==> config.mk <==
export PLATFORM = sky130hd
export DESIGN_NAME = conv_host_port
export DESIGN_NICKNAME = d
export VERILOG_FILES = /design/src/rtl/conv_port_pkg.sv /design/src/rtl/conv_host_port.sv /design/src/rtl/pulse_qual.sv
export VERILOG_INCLUDE_DIRS = /design/src /design/src/rtl
export SDC_FILE = /design/constraint.sdc
export NUM_CORES = 1
export LEC_CHECK = 0
export ABC_AREA = 1
export BUFFER_PORTS_ARGS = -buffer_cell sky130_fd_sc_hd__buf_4
export CAP_MARGIN = 25
export CORE_ASPECT_RATIO = 1.25
export CORE_MARGIN = 1
export CORE_UTILIZATION = 36
export CTS_CLUSTER_DIAMETER = 100
export DETAILED_ROUTE_END_ITERATION = 10
export PLACE_DENSITY = 0.62
export SYNTH_ARGS = -nofsm -noshare
export SYNTH_HDL_FRONTEND = slang
export SYNTH_HIERARCHICAL = 1
export SYNTH_SLANG_ARGS = --single-unit
==> constraint.sdc <==
create_clock -name clk_sys -period 2.3 [get_ports clk_sys]
set_input_delay 0.345 -clock clk_sys [delete_from_list [all_inputs] [get_ports clk_sys]]
set_output_delay 0.345 -clock clk_sys [all_outputs]
set_load 0.05 [all_outputs]
==> src/rtl/conv_port_defs.svh <==
/*
  constants for the converter host port: widths, timing figures, codes.
  assumes a 40 MHz system clock; included by bare name.
*/
`ifndef CONV_PORT_DEFS_SVH
`define CONV_PORT_DEFS_SVH

`define CLK_MHZ           40
`define RES_W             16
`define BYTE_W            8
`define HI_MSB            15
`define HI_LSB            8
`define LO_MSB            7
`define LO_LSB            0
// least convert pulse, ns; rounds up to cycles
`define T_CONV_PULSE_NS   40
`define CONV_PULSE_CYC    ((`T_CONV_PULSE_NS * `CLK_MHZ + 999) / 1000)
// conversion time, ns; longest time rounds down
`define T_CONV_NS         2200
`define CONV_CYC          ((`T_CONV_NS * `CLK_MHZ) / 1000)
// previous data valid window after a start, ns
`define T_PREV_VALID_NS   2200
`define PREV_VALID_CYC    ((`T_PREV_VALID_NS * `CLK_MHZ) / 1000)
`define CNT_W             12
`define CNT_ONE           12'h001
`define CNT_ZERO          12'h000
`define RES_RESET         16'h0000
`define CODE_POS_FS       16'h7FFF
`define CODE_NEG_FS       16'h8000

`endif

==> src/rtl/conv_port_pkg.sv <==
/*
  types for the converter host port.
  assumes conv_port_defs.svh is present on the include path.
*/
package conv_port_pkg;
  typedef enum logic [1:0] {
    ST_TRACK = 2'b00,
    ST_CONV  = 2'b01,
    ST_DONE  = 2'b11
  } conv_state_t;
endpackage

==> src/rtl/conv_host_port.sv <==
/*
  conversion control and parallel readout of a 16-bit sampling converter.
  assumes select, read_convert_n and half_word_select are async pins and
  the analog core hands in a sampled code on sample_code each cycle.
*/
`timescale 1ns/1ps
`include "conv_port_defs.svh"

module conv_host_port (
  // clock and reset
  input  wire logic                 clk_sys,
  input  wire logic                 rst_b,
  // host control pins
  input  wire logic                 select_b,
  input  wire logic                 read_convert_n,
  input  wire logic                 half_word_select,
  // analog core
  input  wire logic [`RES_W-1:0]    sample_code,
  output logic                      hold,
  // status
  output logic                      busy_b,
  // data bus, three signals per pin
  output logic [`RES_W-1:0]         data_out,
  output logic [`RES_W-1:0]         data_oe,
  input  wire logic [`RES_W-1:0]    data_in,
  // byte lane
  output logic [`BYTE_W-1:0]        byte_out,
  output logic                      byte_oe
);
  import conv_port_pkg::*;

  ////////////////////////////////////////////////////////////////////////
  logic                sel_s;
  logic                sel_low;
  logic                rc_s;
  logic                rc_low;
  logic                hws1_q;
  logic                hws2_q;
  logic                start_arm_q;
  logic                rc_arm_q;
  logic                conv_cmd;
  logic                abort_cmd;
  conv_state_t         state_q;
  logic [`CNT_W-1:0]   conv_cnt_q;
  logic [`RES_W-1:0]   result_q;
  logic                bus_en;
  logic [`BYTE_W-1:0]  byte_sel_d;

  pulse_qual u_sel (
    .clk_sys  (clk_sys),
    .rst_b    (rst_b),
    .pin_b    (select_b),
    .sync_b   (sel_s),
    .qual_low (sel_low)
  );

  pulse_qual u_rc (
    .clk_sys  (clk_sys),
    .rst_b    (rst_b),
    .pin_b    (read_convert_n),
    .sync_b   (rc_s),
    .qual_low (rc_low)
  );

  always_ff @(posedge clk_sys or negedge rst_b) begin
    if (!rst_b) begin
      hws1_q <= 1'b0;
      hws2_q <= 1'b0;
    end else begin
      hws1_q <= half_word_select;
      hws2_q <= hws1_q;
    end
  end

  ////////////////////////////////////////////////////////////////////////
  // a command fires once per low period of the or-ed pair; rearms when
  // either input returns high
  always_ff @(posedge clk_sys or negedge rst_b) begin
    if (!rst_b) begin
      start_arm_q <= 1'b1;
    end else if (sel_s || rc_s) begin
      start_arm_q <= 1'b1;
    end else if (conv_cmd) begin
      start_arm_q <= 1'b0;
    end
  end

  // abort on read_convert_n alone, once per low period; a start disarms
  // too, else the still-low starting pulse would abort its own conversion
  always_ff @(posedge clk_sys or negedge rst_b) begin
    if (!rst_b) begin
      rc_arm_q <= 1'b1;
    end else if (rc_s) begin
      rc_arm_q <= 1'b1;
    end else if (abort_cmd || conv_cmd) begin
      rc_arm_q <= 1'b0;
    end
  end

  // both qualified low, whichever fell last triggers
  assign conv_cmd  = start_arm_q && sel_low && rc_low;
  // aborts need only read_convert_n; also a full command counts
  assign abort_cmd = (state_q == ST_CONV) &&
                     ((rc_arm_q && rc_low) || conv_cmd);

  ////////////////////////////////////////////////////////////////////////
  always_ff @(posedge clk_sys or negedge rst_b) begin
    if (!rst_b) begin
      state_q    <= ST_TRACK;
      conv_cnt_q <= `CNT_ZERO;
    end else begin
      unique case (state_q)
        ST_TRACK: begin
          if (conv_cmd) begin
            state_q    <= ST_CONV;
            conv_cnt_q <= `CNT_ZERO;
          end
        end
        ST_CONV: begin
          if (abort_cmd) begin
            state_q    <= ST_TRACK;
            conv_cnt_q <= `CNT_ZERO;
          end else if (conv_cnt_q == `CNT_W'(`CONV_CYC - 1)) begin
            state_q <= ST_DONE;
          end else begin
            conv_cnt_q <= conv_cnt_q + `CNT_ONE;
          end
        end
        ST_DONE: begin
          // one cycle so the register is loaded before busy rises
          state_q    <= ST_TRACK;
          conv_cnt_q <= `CNT_ZERO;
        end
        default: begin
          state_q    <= ST_TRACK;
          conv_cnt_q <= `CNT_ZERO;
        end
      endcase
    end
  end

  // sampled code kept as-is: two's complement, 7FFF down to 8000
  always_ff @(posedge clk_sys or negedge rst_b) begin
    if (!rst_b) begin
      result_q <= `RES_RESET;
    end else if (state_q == ST_CONV && !abort_cmd &&
                 conv_cnt_q == `CNT_W'(`CONV_CYC - 1)) begin
      result_q <= sample_code;
    end
  end

  // busy low through conversion and the load cycle
  always_ff @(posedge clk_sys or negedge rst_b) begin
    if (!rst_b) begin
      busy_b <= 1'b1;
    end else begin
      busy_b <= !((state_q == ST_TRACK && conv_cmd) ||
                  (state_q == ST_CONV && !abort_cmd));
    end
  end

  // track outside conversion, so acquisition starts at its end
  assign hold = (state_q != ST_TRACK);

  ////////////////////////////////////////////////////////////////////////
  // bus follows levels, so tying select low gives rc rise = enable
  assign bus_en = rc_s && !sel_s;

  // result_q is untouched mid-conversion, so reads give conversion n-1
  always_ff @(posedge clk_sys or negedge rst_b) begin
    if (!rst_b) begin
      data_out <= `RES_RESET;
    end else begin
      data_out <= result_q;
    end
  end

  assign data_oe = {`RES_W{bus_en}};

  // byte lane carries one half chosen live, enabling byte reads
  assign byte_sel_d = hws2_q ? result_q[`LO_MSB:`LO_LSB]
                             : result_q[`HI_MSB:`HI_LSB];

  always_ff @(posedge clk_sys or negedge rst_b) begin
    if (!rst_b) begin
      byte_out <= `BYTE_W'(`RES_RESET);
    end else begin
      byte_out <= byte_sel_d;
    end
  end

  assign byte_oe = bus_en;

endmodule // conv_host_port

==> src/rtl/pulse_qual.sv <==
/*
  two-flop synchroniser plus low-level duration qualifier.
  assumes the input is asynchronous to clk_sys.
*/
`timescale 1ns/1ps
`include "conv_port_defs.svh"

module pulse_qual (
  // clock and reset
  input  wire logic clk_sys,
  input  wire logic rst_b,
  // raw pin, active low
  input  wire logic pin_b,
  // synchronised level and qualified-low level
  output logic      sync_b,
  output logic      qual_low
);

  logic                sync1_q;
  logic                sync2_q;
  logic [`CNT_W-1:0]   cnt_q;

  always_ff @(posedge clk_sys or negedge rst_b) begin
    if (!rst_b) begin
      sync1_q <= 1'b1;
      sync2_q <= 1'b1;
    end else begin
      sync1_q <= pin_b;
      sync2_q <= sync1_q;
    end
  end

  // count how long the line has stayed low; glitches below 2 cycles (50 ns) drop out
  always_ff @(posedge clk_sys or negedge rst_b) begin
    if (!rst_b) begin
      cnt_q <= `CNT_ZERO;
    end else if (sync2_q) begin
      cnt_q <= `CNT_ZERO;
    end else if (cnt_q != `CNT_W'(`CONV_PULSE_CYC)) begin
      cnt_q <= cnt_q + `CNT_ONE;
    end
  end

  assign sync_b   = sync2_q;
  assign qual_low = (cnt_q == `CNT_W'(`CONV_PULSE_CYC));

endmodule // pulse_qual

==> Flow_metrics.wiki, run 1 <==
{| class="wikitable"
! Metric !! Value
|-
| Max Slew Vio Count || 0
|-
| Final HPWL from detailed placement || 5580 um
|-
| Setup TNS after final layout || 0 ns
|-
| Final RePlAce weighted congestion || 0.830
|-
| Crit path kind || reg -> reg
|-
| Synthesized Nets || 514
|-
| Setup repair after global routing missed its margin || no
|-
| Start point of the worst min-delay path || half_word_select
|-
| Highest clock rate || 0.487 GHz
|-
| Average wire per standard cell || 12.0 um
|-
| FFs w/ async S/R, synth || 100%
|-
| Number of buffers created by CTS || 9
|-
| Relative slew slack || 69.8%
|-
| Pwr Density || 782 nW/um^2
|-
| Yosys top cell by area || dfrtp_1
|-
| Wire length after detailed routing || 8000 um
|-
| Total placed instance area || 4560 sq um
|-
| Worst hold path stage count || 1
|-
| Largest net degree at the start of global routing || 55
|-
| Crit-path most repeated cell || nand2_1
|-
| Final worst path period share || 89.3%
|-
| Standard cell core area || 10,700 sq um
|-
| Final-stage net count || 573
|-
| Number of storage elements in the synthesis netlist || 87
|-
| Final std cells w/o fill || 668
|-
| Number of port buffers || 63
|-
| DRC marker count from the first detailed-route iteration || 142
|-
| Final count of negative-setup-slack endpoints || 0
|-
| Combined buffer and inverter count along the critical path || 2
|-
| Commonest cells post-synth || 155 x nand2_1, 80 x dfrtp_1, 53 x nor2_1
|-
| Bufs on Longest Clock Path || 2
|-
| Most frequent cell after synthesis || nand2_1
|-
| Sequential area share after synthesis || 54.3%
|-
| Depth of the worst register-to-register path || 12
|-
| Fin. Hold Viols || 0
|-
| Die Span X || 96.6 um
|-
| Count of yosys warnings during synthesis || 6
|-
| Terminating pin of the worst hold path || hws1_q
|-
| Critical path, cell by cell || inv_1 > ha_1 > nand2_1 > nor4_2 > buf_4 > nand3_1 > nand2_2 > nand2_1 > nand3_1 > nor2_1 > nand2_1 > nand2_1
|-
| Largest delay share family, worst path || simple AND/OR/NAND/NOR gates
|-
| Final non-filler cell area || 4900 sq um
|-
| Result of the run || completed
|-
| Aggregate global-route resource usage || 14.4%
|-
| Cell with the largest stage delay on the worst path || dfrtp_1
|-
| Wire length of the first global-routing pass || 13,500 um
|-
| Final worst hold slack || 0.116 ns
|-
| Die Outline Area || 11,600 sq um
|-
| Area share of the leading cell type in the synthesized netlist || 49.7%
|-
| I/O pins || 80
|-
| Max_cap viols || 0
|-
| Inserted Diodes || 0
|-
| Vias in the first global route || 2,968
|-
| Launch point of the worst reg-to-reg path || u_rc/cnt_q[0]
|-
| TritonCTS clock tree || yes
|-
| Total number of vias || 3,214
|-
| Post-synthesis cell type count || 31
|-
| Clk Latency, worst-skew pair || 0.33 ns
|-
| Starting density of the core || 37.6%
|-
| Kind of end point of the critical path || flop
|-
| Critical path startpoint category || flop
|-
| Clock Sink Count || 87
|-
| Library cell used as clock root buffer || clkbuf_16
|-
| IR drop worst, VDD || 0.475 mV
|-
| WP data required || 2.53 ns
|-
| Placed insts || 651
|-
| Mapped Area || 4030 sq um
|-
| Number of filler cells placed in the layout || 1,066
|-
| Die Span Y || 120 um
|-
| Global route total overflow || 0
|-
| Max Clock Skew || 0.00828 ns
|-
| Top post-synthesis cells by area || dfrtp_1 50%, nand2_1 14%, nor2_1 4.9%
|-
| Setup slack, reg-to-reg || 0.25 ns
|-
| Class of the tightest hold or removal check || in -> reg
|-
| CP peak stage delay || 0.43 ns
|-
| Number of flops mapped to enable cells by yosys || 0
|-
| Number of H-tree levels || 3
|-
| Post-route DRC || 0
|-
| Largest fanout of any net on the critical path || 7
|-
| Worst Path Arrival || 2.28 ns
|-
| Worst flop-to-flop path endpoint || conv_cnt_q[6]
|-
| Fraction of final layout cells with drive strength greater than 1 || 22.6%
|-
| Number of core rows || 42
|-
| Synthesized area divided by synthesized cell count || 8.54 sq um
|-
| Avg Vias per Cell || 4.81
|-
| Slew at the pin closest to its max-slew limit || 0.454 ns
|-
| LEAKAGE || 2.28 nW
|-
| Antenna Nets Post-Route || 0
|-
| Number of iterations in the first detailed-routing pass || 6
|-
| Most used DFF post-synth || dfrtp_1
|-
| Post-CTS setup buffer count || 0
|-
| Clock transition at the register clock pins on the worst setup and hold paths after CTS || 0.07 ns
|-
| Post-Syn Instances || 472
|-
| Antenna violations before repair || 0
|-
| Synth-to-layout area growth || 21.6%
|-
| Crit path time final || 2.05 ns
|}
-- worst max-delay path by stage --
stage	start	end	slack (ns)	cells after the start
final	u_rc/cnt_q[0]	conv_cnt_q[6]	0.25	12
after floorplan	u_rc/sync_b	data_oe[0]	0.26	3
after global routing	u_rc/cnt_q[0]	conv_cnt_q[4]	0.03	12
after CTS	u_rc/cnt_q[0]	conv_cnt_q[1]	0.10	12
after detailed placement	u_rc/cnt_q[0]	conv_cnt_q[1]	0.16	12
after global placement	u_rc/cnt_q[0]	conv_cnt_q[11]	0.16	12
-- layout make-up --
class,count,area (sq um),share of cell area [%]
Sequential cell,87,2190,44.6
Multi-Input combinational cell,313,1520,31.0
Timing Repair Buffer,68,529,10.8
Clock buffer,10,229,4.68
Inverter,52,198,4.04
Tap cell,132,165,3.37
Clock inverter,6,72.6,1.48
-- cell families after synthesis --
family / count (synthesis) / synth area share (%)
simple gates: 273 / 29.3
flops: 87 / 54.3
buf+inv: 72 / 8.66
compound gates: 24 / 3.29
mux: 8 / 2.24
fa+ha+maj: 5 / 1.55
xor+xnor: 3 / 0.652
-- state kept, by name, indices dropped and copies added (netlist names) --
name / count
busy_b: 1
byte_out: 8
conv_cnt_q: 12
data_out: 16
hws1_q: 1
hws2_q: 1
rc_arm_q: 1
result_q: 16
start_arm_q: 1
state_q: 2
u_rc/cnt_q: 12
u_rc/sync1_q: 1
u_rc/sync_b: 1
u_sel/cnt_q: 12
u_sel/sync1_q: 1
u_sel/sync_b: 1
-- placed cells by master (no fill, tap or decap), types with 2 or more instances in the layout --
cell type  count
nor2_1        51
nand2_1      154
dfrtp_1       80
a31oi_1        2
a21oi_1        8
mux2_2         8
dfstp_2        7
clkbuf_16      9
ha_1           5
buf_4         65
nand4_1       20
nor3_1         3
o21ai_0       11
nor2_2        10
nor2_4         2
inv_1         46
nand3_1       26
inv_2          5
inv_6          3
xnor2_1        2
-- worst register-to-register path: stages, from the launching register on --
cell and delay, ns:
dfrtp_1 0.43, inv_1 0.12, ha_1 0.19, nand2_1 0.08, nor4_2 0.26, buf_4 0.15
nand3_1 0.09, nand2_2 0.14, nand2_1 0.20, nand3_1 0.15, nor2_1 0.05, nand2_1 0.05
nand2_1 0.04
-- metal layers --
layer	vias up	track usage, %	routed length (um)	part of all wire [%]
li1	1599	-	-	-
met1	1520	17.0	3480	44
met2	89	24.0	3940	49
met3	6	4.97	499	6.2
met4	0	5.32	74	0.93
met5	-	0	0	0
-- where the power goes --
part | switching [mW] | internal (mW)
combinational | 0.446 | 0.215
clock | 0.611 | 0.859
sequential | 0.0815 | 1.62
-- through the flow --
stage               total power, mW  setup WS [ns]  util, %
floorplan                      2.19          0.256        -
global placement               2.35          0.155     42.5
detailed placement             2.37          0.158     42.5
CTS                            3.86          0.103     45.4
global route                   4.02         0.0324     45.7
finish                         3.83          0.246     45.7
-- timing repair --
item,CTS,global route
hold endpoints to repair,28,0
resized for setup,0,6
endpoints found under the setup margin,0,44
hold buffers,1,0
No activity file was read; power rests on OpenSTA's default activity.
==> run 2, diff against run 1 <==
--- a/config.mk
+++ b/config.mk
@@ -7,14 +7,15 @@
 export NUM_CORES = 1
 export LEC_CHECK = 0
 export ABC_AREA = 1
-export BUFFER_PORTS_ARGS = -buffer_cell sky130_fd_sc_hd__buf_4
 export CAP_MARGIN = 25
 export CORE_ASPECT_RATIO = 1.25
 export CORE_MARGIN = 1
 export CORE_UTILIZATION = 36
 export CTS_CLUSTER_DIAMETER = 100
 export DETAILED_ROUTE_END_ITERATION = 10
-export PLACE_DENSITY = 0.62
+export DONT_BUFFER_PORTS = 1
+export GPL_ROUTABILITY_DRIVEN = 0
+export PLACE_DENSITY = 0.56
 export SYNTH_ARGS = -nofsm -noshare
 export SYNTH_HDL_FRONTEND = slang
 export SYNTH_HIERARCHICAL = 1
==> run 2 against run 1 <==
Against the previous run: the flow now finishes with violations (negative hold slack); sequential share of layout area grew 4.2 points; via count decreased by 7.9%; utilization fell by 3.9 points; sequential power about the same; global-route usage is 0.25 points higher; setup slack got worse by 0.080 ns; wire length fell by 2.0%; die area stayed put; sequential cell count stayed put; critical path depth is 9 lower; critical path type is now reg -> out; critical endpoint is now data_oe[12].
==> Flow_metrics.wiki, run 2 (synthesis results as in run 1) <==
{| class="wikitable"
! Metric !! Value
|-
| Result of the run || finished, violations left
|-
| Violations in the final reports || negative hold slack
|-
| Layer carrying the most global-route usage || met2
|-
| Number of H-tree levels || 3
|-
| Relative slew slack || 68.0%
|-
| LEAKAGE || 2.01 nW
|-
| Post-CTS setup buffer count || 0
|-
| Aggregate global-route resource usage || 14.6%
|-
| Vias in the first global route || 2,986
|-
| Die Span Y || 120 um
|-
| Total number of vias || 2,959
|-
| Max_cap viols || 0
|-
| Synth-to-layout area growth || 11.2%
|-
| Number of filler cells placed in the layout || 1,077
|-
| Critical path startpoint category || flop
|-
| TritonCTS clock tree || yes
|-
| Post-route setup slack || 0.166 ns
|-
| Avg Vias per Cell || 4.86
|-
| Cell with the largest stage delay on the worst path || dfstp_2
|-
| Pwr Density || 849 nW/um^2
|-
| DRC marker count from the first detailed-route iteration || 154
|-
| Die Span X || 96.6 um
|-
| Highest clock rate || 0.469 GHz
|-
| Largest delay share family, worst path || flip-flops
|-
| Kind of end point of the critical path || output pin
|-
| CP peak stage delay || 0.64 ns
|-
| CP Launch Point || u_rc/sync_b
|-
| Antenna violations before repair || 0
|-
| Worst Path Arrival || 1.79 ns
|-
| Setup TNS after final layout || 0 ns
|-
| Final HPWL from detailed placement || 5300 um
|-
| Met2 layer usage reported by global route || 25.7%
|-
| Final count of negative-setup-slack endpoints || 0
|-
| Registers with the highest flip-flop counts || data_out (16), result_q (16)
|-
| Number of iterations in the first detailed-routing pass || 5
|-
| Average wire per standard cell || 12.9 um
|-
| Crit path time final || 2.13 ns
|-
| Standard cell core area || 10,700 sq um
|-
| Wire length of the first global-routing pass || 13,600 um
|-
| Max Slew Vio Count || 0
|-
| IR drop worst, VDD || 0.486 mV
|-
| Library cell used as clock root buffer || clkbuf_16
|-
| Bufs on Longest Clock Path || 2
|-
| Final worst hold slack || -0.302 ns
|-
| Post-route DRC || 0
|-
| Inserted Diodes || 0
|-
| Critical path, cell by cell || inv_1 > nor2_4 > buf_12
|-
| Most frequent standard cell in the layout excluding fill and tap cells || nand2_1
|-
| Final-stage net count || 514
|-
| Number of core rows || 42
|-
| Wire length after detailed routing || 7840 um
|-
| Combined buffer and inverter count along the critical path || 2
|-
| Clk Latency, worst-skew pair || 0.35 ns
|-
| WP data required || 1.96 ns
|-
| Number of buffers created by CTS || 9
|-
| Met3 layer usage reported by global route || 5.03%
|-
| I/O pins || 80
|-
| Slew at the pin closest to its max-slew limit || 0.481 ns
|-
| Hold-fix buffer count after cts || 2
|-
| Final worst path period share || 92.8%
|-
| Pre-CTS setup slack || 0.207 ns
|-
| Fin. Hold Viols || 87
|-
| Clock Sink Count || 87
|-
| Met1 Use GR || 16.1%
|-
| Number of port buffers || 0
|-
| Antenna Nets Post-Route || 0
|-
| Starting density of the core || 37.6%
|-
| Global route total overflow || 0
|-
| Fraction of final layout cells with drive strength greater than 1 || 12.6%
|-
| Clock transition at the register clock pins on the worst setup and hold paths after CTS || 0.07 ns
|-
| Setup repair after global routing missed its margin || no
|-
| Commonest cells after routing, fill and taps aside || 154 x nand2_1, 80 x dfrtp_1, 52 x nor2_1, 46 x inv_1, 26 x nand3_1
|-
| Class of the tightest hold or removal check || in -> async
|-
| Largest fanout of any net on the critical path || 10
|-
| Launch point of the worst reg-to-reg path || u_rc/cnt_q[0]
|-
| Crit path kind || reg -> out
|-
| Largest net degree at the start of global routing || 88
|-
| Die Outline Area || 11,600 sq um
|-
| Max Clock Skew || 0.0102 ns
|}
==> run 2: changes by cell type in the layout (fill, tap and decap cells not counted), sizes merged <==
cell	change
buf	-60
clkbuf	-1
clkinvlp	+1
dlygate4sd3	+1
==> run 2: timing repair <==
item | 4_1_cts | 5_1_grt
endpoints found under the setup margin | 0 | 10
hold endpoints to repair | 89 | 87
gates resized for setup | 0 | 1
==> run 2: through the flow <==
stage	std cells	util [%]	power, mW	area (sq um)
4_1_cts	609	41.8	3.86	4480
5_1_grt	609	41.8	4.00	4480
2_1_floorplan	472	-	2.19	4030
3_5_place_dp	591	38.6	2.28	4140
6_report	609	41.8	3.80	4480
3_3_place_gp	591	38.6	2.27	4140
==> run 2: final timing paths <==
path / end / slack [ns] / cells after the start
hold / removal: result_q[11] / -0.30 / 0
setup reg to reg: conv_cnt_q[6] / 0.27 / 12
min in group clk_sys: hws1_q / 0.02 / 0
setup / recovery: data_oe[12] / 0.17 / 3
hold reg to reg: hws2_q / 0.35 / 0
max in group asynchronous: rc_arm_q / 2.38 / 0
==> run 2: metal layers <==
| metal | part of all wire (%) | vias to the layer above |
|---|---|---|
| met5 | 0 | - |
| met4 | 1.6 | 0 |
| met3 | 5.9 | 9 |
| met2 | 50 | 66 |
| met1 | 43 | 1400 |
| li1 | - | 1484 |
==> run 2: cell type report <==
| class | instances | area [sq um] | share of cell area [%] |
|---|---|---|---|
| flip-flops and latches | 87 | 2190 | 48.8 |
| multi-input cells | 313 | 1500 | 33.6 |
| clock buffers | 9 | 225 | 5.03 |
| inverters | 52 | 198 | 4.41 |
| well taps | 132 | 165 | 3.69 |
| repair buffers | 9 | 105 | 2.35 |
| clock inverters | 7 | 96.3 | 2.15 |
==> run 2: power breakdown <==
| group | internal, mW | switching (mW) | leakage (nW) | total (mW) |
|---|---|---|---|---|
| logic | 0.157 | 0.369 | 0.891 | 0.526 |
| clock network | 0.878 | 0.676 | 0.155 | 1.55 |
| registers | 1.62 | 0.108 | 0.969 | 1.72 |
| total | 2.65 | 1.15 | 2.01 | 3.80 |
==> run 3, diff against run 2 <==
--- a/config.mk
+++ b/config.mk
@@ -6,7 +6,7 @@
 export SDC_FILE = /design/constraint.sdc
 export NUM_CORES = 1
 export LEC_CHECK = 0
-export ABC_AREA = 1
+export ABC_AREA = 0
 export CAP_MARGIN = 25
 export CORE_ASPECT_RATIO = 1.25
 export CORE_MARGIN = 1
==> run 3 against run 2 <==
Against the previous run: the flow still finishes with violations (negative hold slack); hold slack improved by 0.0065 ns; clock skew fell by 0.0025 ns; die area fell by 5.5%; sequential power barely moved; total power fell by 3.9%; design area fell by 4.3%; non-clock buffer count rose by 8; critical path type is now reg -> reg; largest power group unchanged.
==> Flow_metrics.wiki, run 3 <==
{| class="wikitable"
! Metric !! Value
|-
| Result of the run || finished, violations left
|-
| Violations in the final reports || negative hold slack
|-
| Final count of negative-setup-slack endpoints || 0
|-
| Class of the tightest hold or removal check || in -> async
|-
| Average wire per standard cell || 14.9 um
|-
| Largest net degree at the start of global routing || 88
|-
| Mapped Area || 3800 sq um
|-
| Max Clock Skew || 0.00769 ns
|-
| Fraction of final layout cells with drive strength greater than 1 || 26.1%
|-
| Fin. Hold Viols || 87
|-
| Standard cell core area || 10,200 sq um
|-
| Number of port buffers || 0
|-
| Library cell used as clock root buffer || clkbuf_16
|-
| CP peak stage delay || 0.44 ns
|-
| Relative contribution of sequential cells to total power || 46.5%
|-
| Number of H-tree levels || 3
|-
| Yosys top cell by area || dfrtp_1
|-
| Clock Sink Count || 87
|-
| Antenna violations before repair || 0
|-
| Clk Latency, worst-skew pair || 0.34 ns
|-
| Final worst path period share || 91.3%
|-
| Setup TNS after final layout || 0 ns
|-
| Placed insts || 429
|-
| Number of iterations in the first detailed-routing pass || 4
|-
| Max_cap viols || 0
|-
| Cell with the largest stage delay on the worst path || nor4b_1
|-
| Layer carrying the most global-route usage || met2
|-
| Total number of vias || 2,276
|-
| Combinational share of power || 16.1%
|-
| Sequential area share after synthesis || 57.5%
|-
| Most frequent cell after synthesis || dfrtp_1
|-
| Final-stage net count || 355
|-
| Registers with the highest flip-flop counts || data_out (16), result_q (16)
|-
| Switching Share || 28.5%
|-
| Met1 Use GR || 15.4%
|-
| Final std cells w/o fill || 447
|-
| Commonest cells after routing, fill and taps aside || 80 x dfrtp_1, 21 x nor2_1, 20 x mux2_2, 18 x nand3_1, 16 x nand2_1
|-
| Area share of the leading cell type in the synthesized netlist || 52.6%
|-
| IR drop worst, VDD || 0.496 mV
|-
| Post-Syn Instances || 309
|-
| Most frequent standard cell in the layout excluding fill and tap cells || dfrtp_1
|-
| Synthesized Nets || 351
|-
| Top post-synthesis cells by area || dfrtp_1 53%, mux2_2 5.9%, dfstp_2 4.8%
|-
| WP data required || 2.53 ns
|-
| Post-synthesis cell type count || 48
|-
| DRC marker count from the first detailed-route iteration || 78
|-
| Die Span Y || 117 um
|-
| Largest fanout of any net on the critical path || 7
|-
| Avg Vias per Cell || 5.09
|-
| Worst Path Arrival || 2.33 ns
|-
| Most used DFF post-synth || dfrtp_1
|-
| Inserted Diodes || 0
|-
| Starting density of the core || 37.3%
|-
| Aggregate global-route resource usage || 13.4%
|-
| Commonest cells post-synth || 80 x dfrtp_1, 21 x nor2_1, 20 x mux2_2
|-
| Max Slew Vio Count || 0
|-
| Kind of end point of the critical path || flop
|-
| Number of buffers created by CTS || 9
|-
| Relative slew slack || 60.6%
|-
| Hold-fix buffer count after cts || 2
|-
| Number of storage elements in the synthesis netlist || 87
|-
| LEAKAGE || 1.93 nW
|-
| Number of flops mapped to enable cells by yosys || 0
|-
| Wire length after detailed routing || 6650 um
|-
| Power dissipated by switching net loads || 1.04 mW
|-
| TritonCTS clock tree || yes
|-
| Wire length of the first global-routing pass || 11,300 um
|-
| Critical path startpoint category || flop
|-
| Pwr Density || 853 nW/um^2
|-
| Bufs on Longest Clock Path || 2
|-
| Internal Pwr Total || 2.61 mW
|-
| I/O pins || 80
|-
| Number of core rows || 41
|-
| FFs w/ async S/R, synth || 100%
|-
| Die Span X || 93.9 um
|-
| Crit path time final || 2.10 ns
|-
| Vias in the first global route || 2,374
|-
| Number of filler cells placed in the layout || 945
|-
| Final HPWL from detailed placement || 4430 um
|-
| Met3 layer usage reported by global route || 4.72%
|-
| Final worst hold slack || -0.295 ns
|-
| Count of yosys warnings during synthesis || 6
|-
| Slew at the pin closest to its max-slew limit || 0.591 ns
|-
| Highest clock rate || 0.476 GHz
|-
| Met2 layer usage reported by global route || 22.2%
|-
| Crit path kind || reg -> reg
|-
| Antenna Nets Post-Route || 0
|-
| Setup repair after global routing missed its margin || no
|-
| Critical path, cell by cell || nor4_1 > and4_1 > a311oi_2 > nor4b_1 > xnor2_1 > nor2_1
|-
| Synthesized area divided by synthesized cell count || 12.3 sq um
|-
| Part of the power in the clock network || 37.4%
|-
| Clock transition at the register clock pins on the worst setup and hold paths after CTS || 0.06 ns
|-
| Global route total overflow || 0
|-
| Synth-to-layout area growth || 12.7%
|-
| Die Outline Area || 11,000 sq um
|-
| Post-route DRC || 0
|}
==> run 3: changes by cell type in the layout (fill, tap and decap cells not counted), sizes merged, moves of 5 or more <==
cell / before / now
nand2: 156 / 16
or3: 0 / 10
nor4: 2 / 7
o31ai: 0 / 5
nand3: 27 / 20
nand4: 20 / 4
buf: 7 / 15
inv: 56 / 9
mux2: 8 / 31
nor2b: 0 / 6
nor2: 64 / 22
==> run 3: area by class of cell <==
type                    count  area [sq um]  share of cell area (%)
clock inverters             6          51.3                    1.20
well taps                 129           161                    3.77
flip-flops and latches     87          2190                    51.0
clock buffers              10           229                    5.34
multi-input cells         193          1440                    33.7
inverters                   5          18.8                   0.438
repair buffers             17           198                    4.61
==> run 3: cell families after synthesis <==
family | synth area share [%]
and+or+nand+nor | 16.5
DFF | 57.5
AOI/OAI and AO/OA | 6.32
muxes | 10.9
buffers and inverters | 4.93
xor gates and xnor gates | 2.30
adders and majority gates | 1.64
==> run 3: path summary, 6_finish.rpt <==
kind | startpoint | to | slack, ns | depth (start not counted)
hold / removal | rst_b | conv_cnt_q[8] | -0.30 | 0
max in group asynchronous | rst_b | rc_arm_q | 2.38 | 0
hold reg to reg | hws1_q | hws2_q | 0.35 | 0
setup / recovery | u_rc/cnt_q[6] | conv_cnt_q[9] | 0.20 | 6
setup reg to reg | u_rc/cnt_q[6] | conv_cnt_q[9] | 0.20 | 6
min in group clk_sys | half_word_select | hws1_q | 0.03 | 0
==> run 3: critical path: cells and delay by family, from the launching register on <==
family | cells | cell delay [ns]
compound gates | 1 | 0.26
xor+xnor | 1 | 0.16
flops | 1 | 0.43
simple gates | 4 | 1.14
==> run 3: metal layers <==
metal | vias to the layer above | wire [um]
li1 | 1097 | -
met1 | 1128 | 2750
met2 | 42 | 3330
met3 | 9 | 440
met4 | 0 | 134
met5 | - | 0
==> run 3: what timing repair did <==
item	4_1_cts	5_1_grt
setup endpoints to repair	0	1
setup buffers	0	0
resized for setup	0	1
endpoints found under the hold margin	89	87
==> run 3: power by group through the flow <==
stage | registers (mW) | clock network (mW) | logic (mW)
after floorplan | 1.72 | 0 | 0.423
after global placement | 1.73 | 0 | 0.578
after detailed placement | 1.73 | 0 | 0.590
after CTS | 1.70 | 1.41 | 0.595
after global routing | 1.71 | 1.46 | 0.652
final | 1.70 | 1.37 | 0.588
==> run 3: stage by stage <==
stage	util (%)	power, mW	hold WS (ns)	area, sq um	setup slack, ns
floorplan	-	2.15	0.0494	3810	0.157
global placement	39.0	2.31	0.0535	3980	0.238
detailed placement	39.0	2.32	0.0533	3980	0.194
CTS	41.9	3.71	-0.314	4280	0.166
global route	42.0	3.83	-0.313	4290	0.0186
finish	42.0	3.66	-0.295	4290	0.200
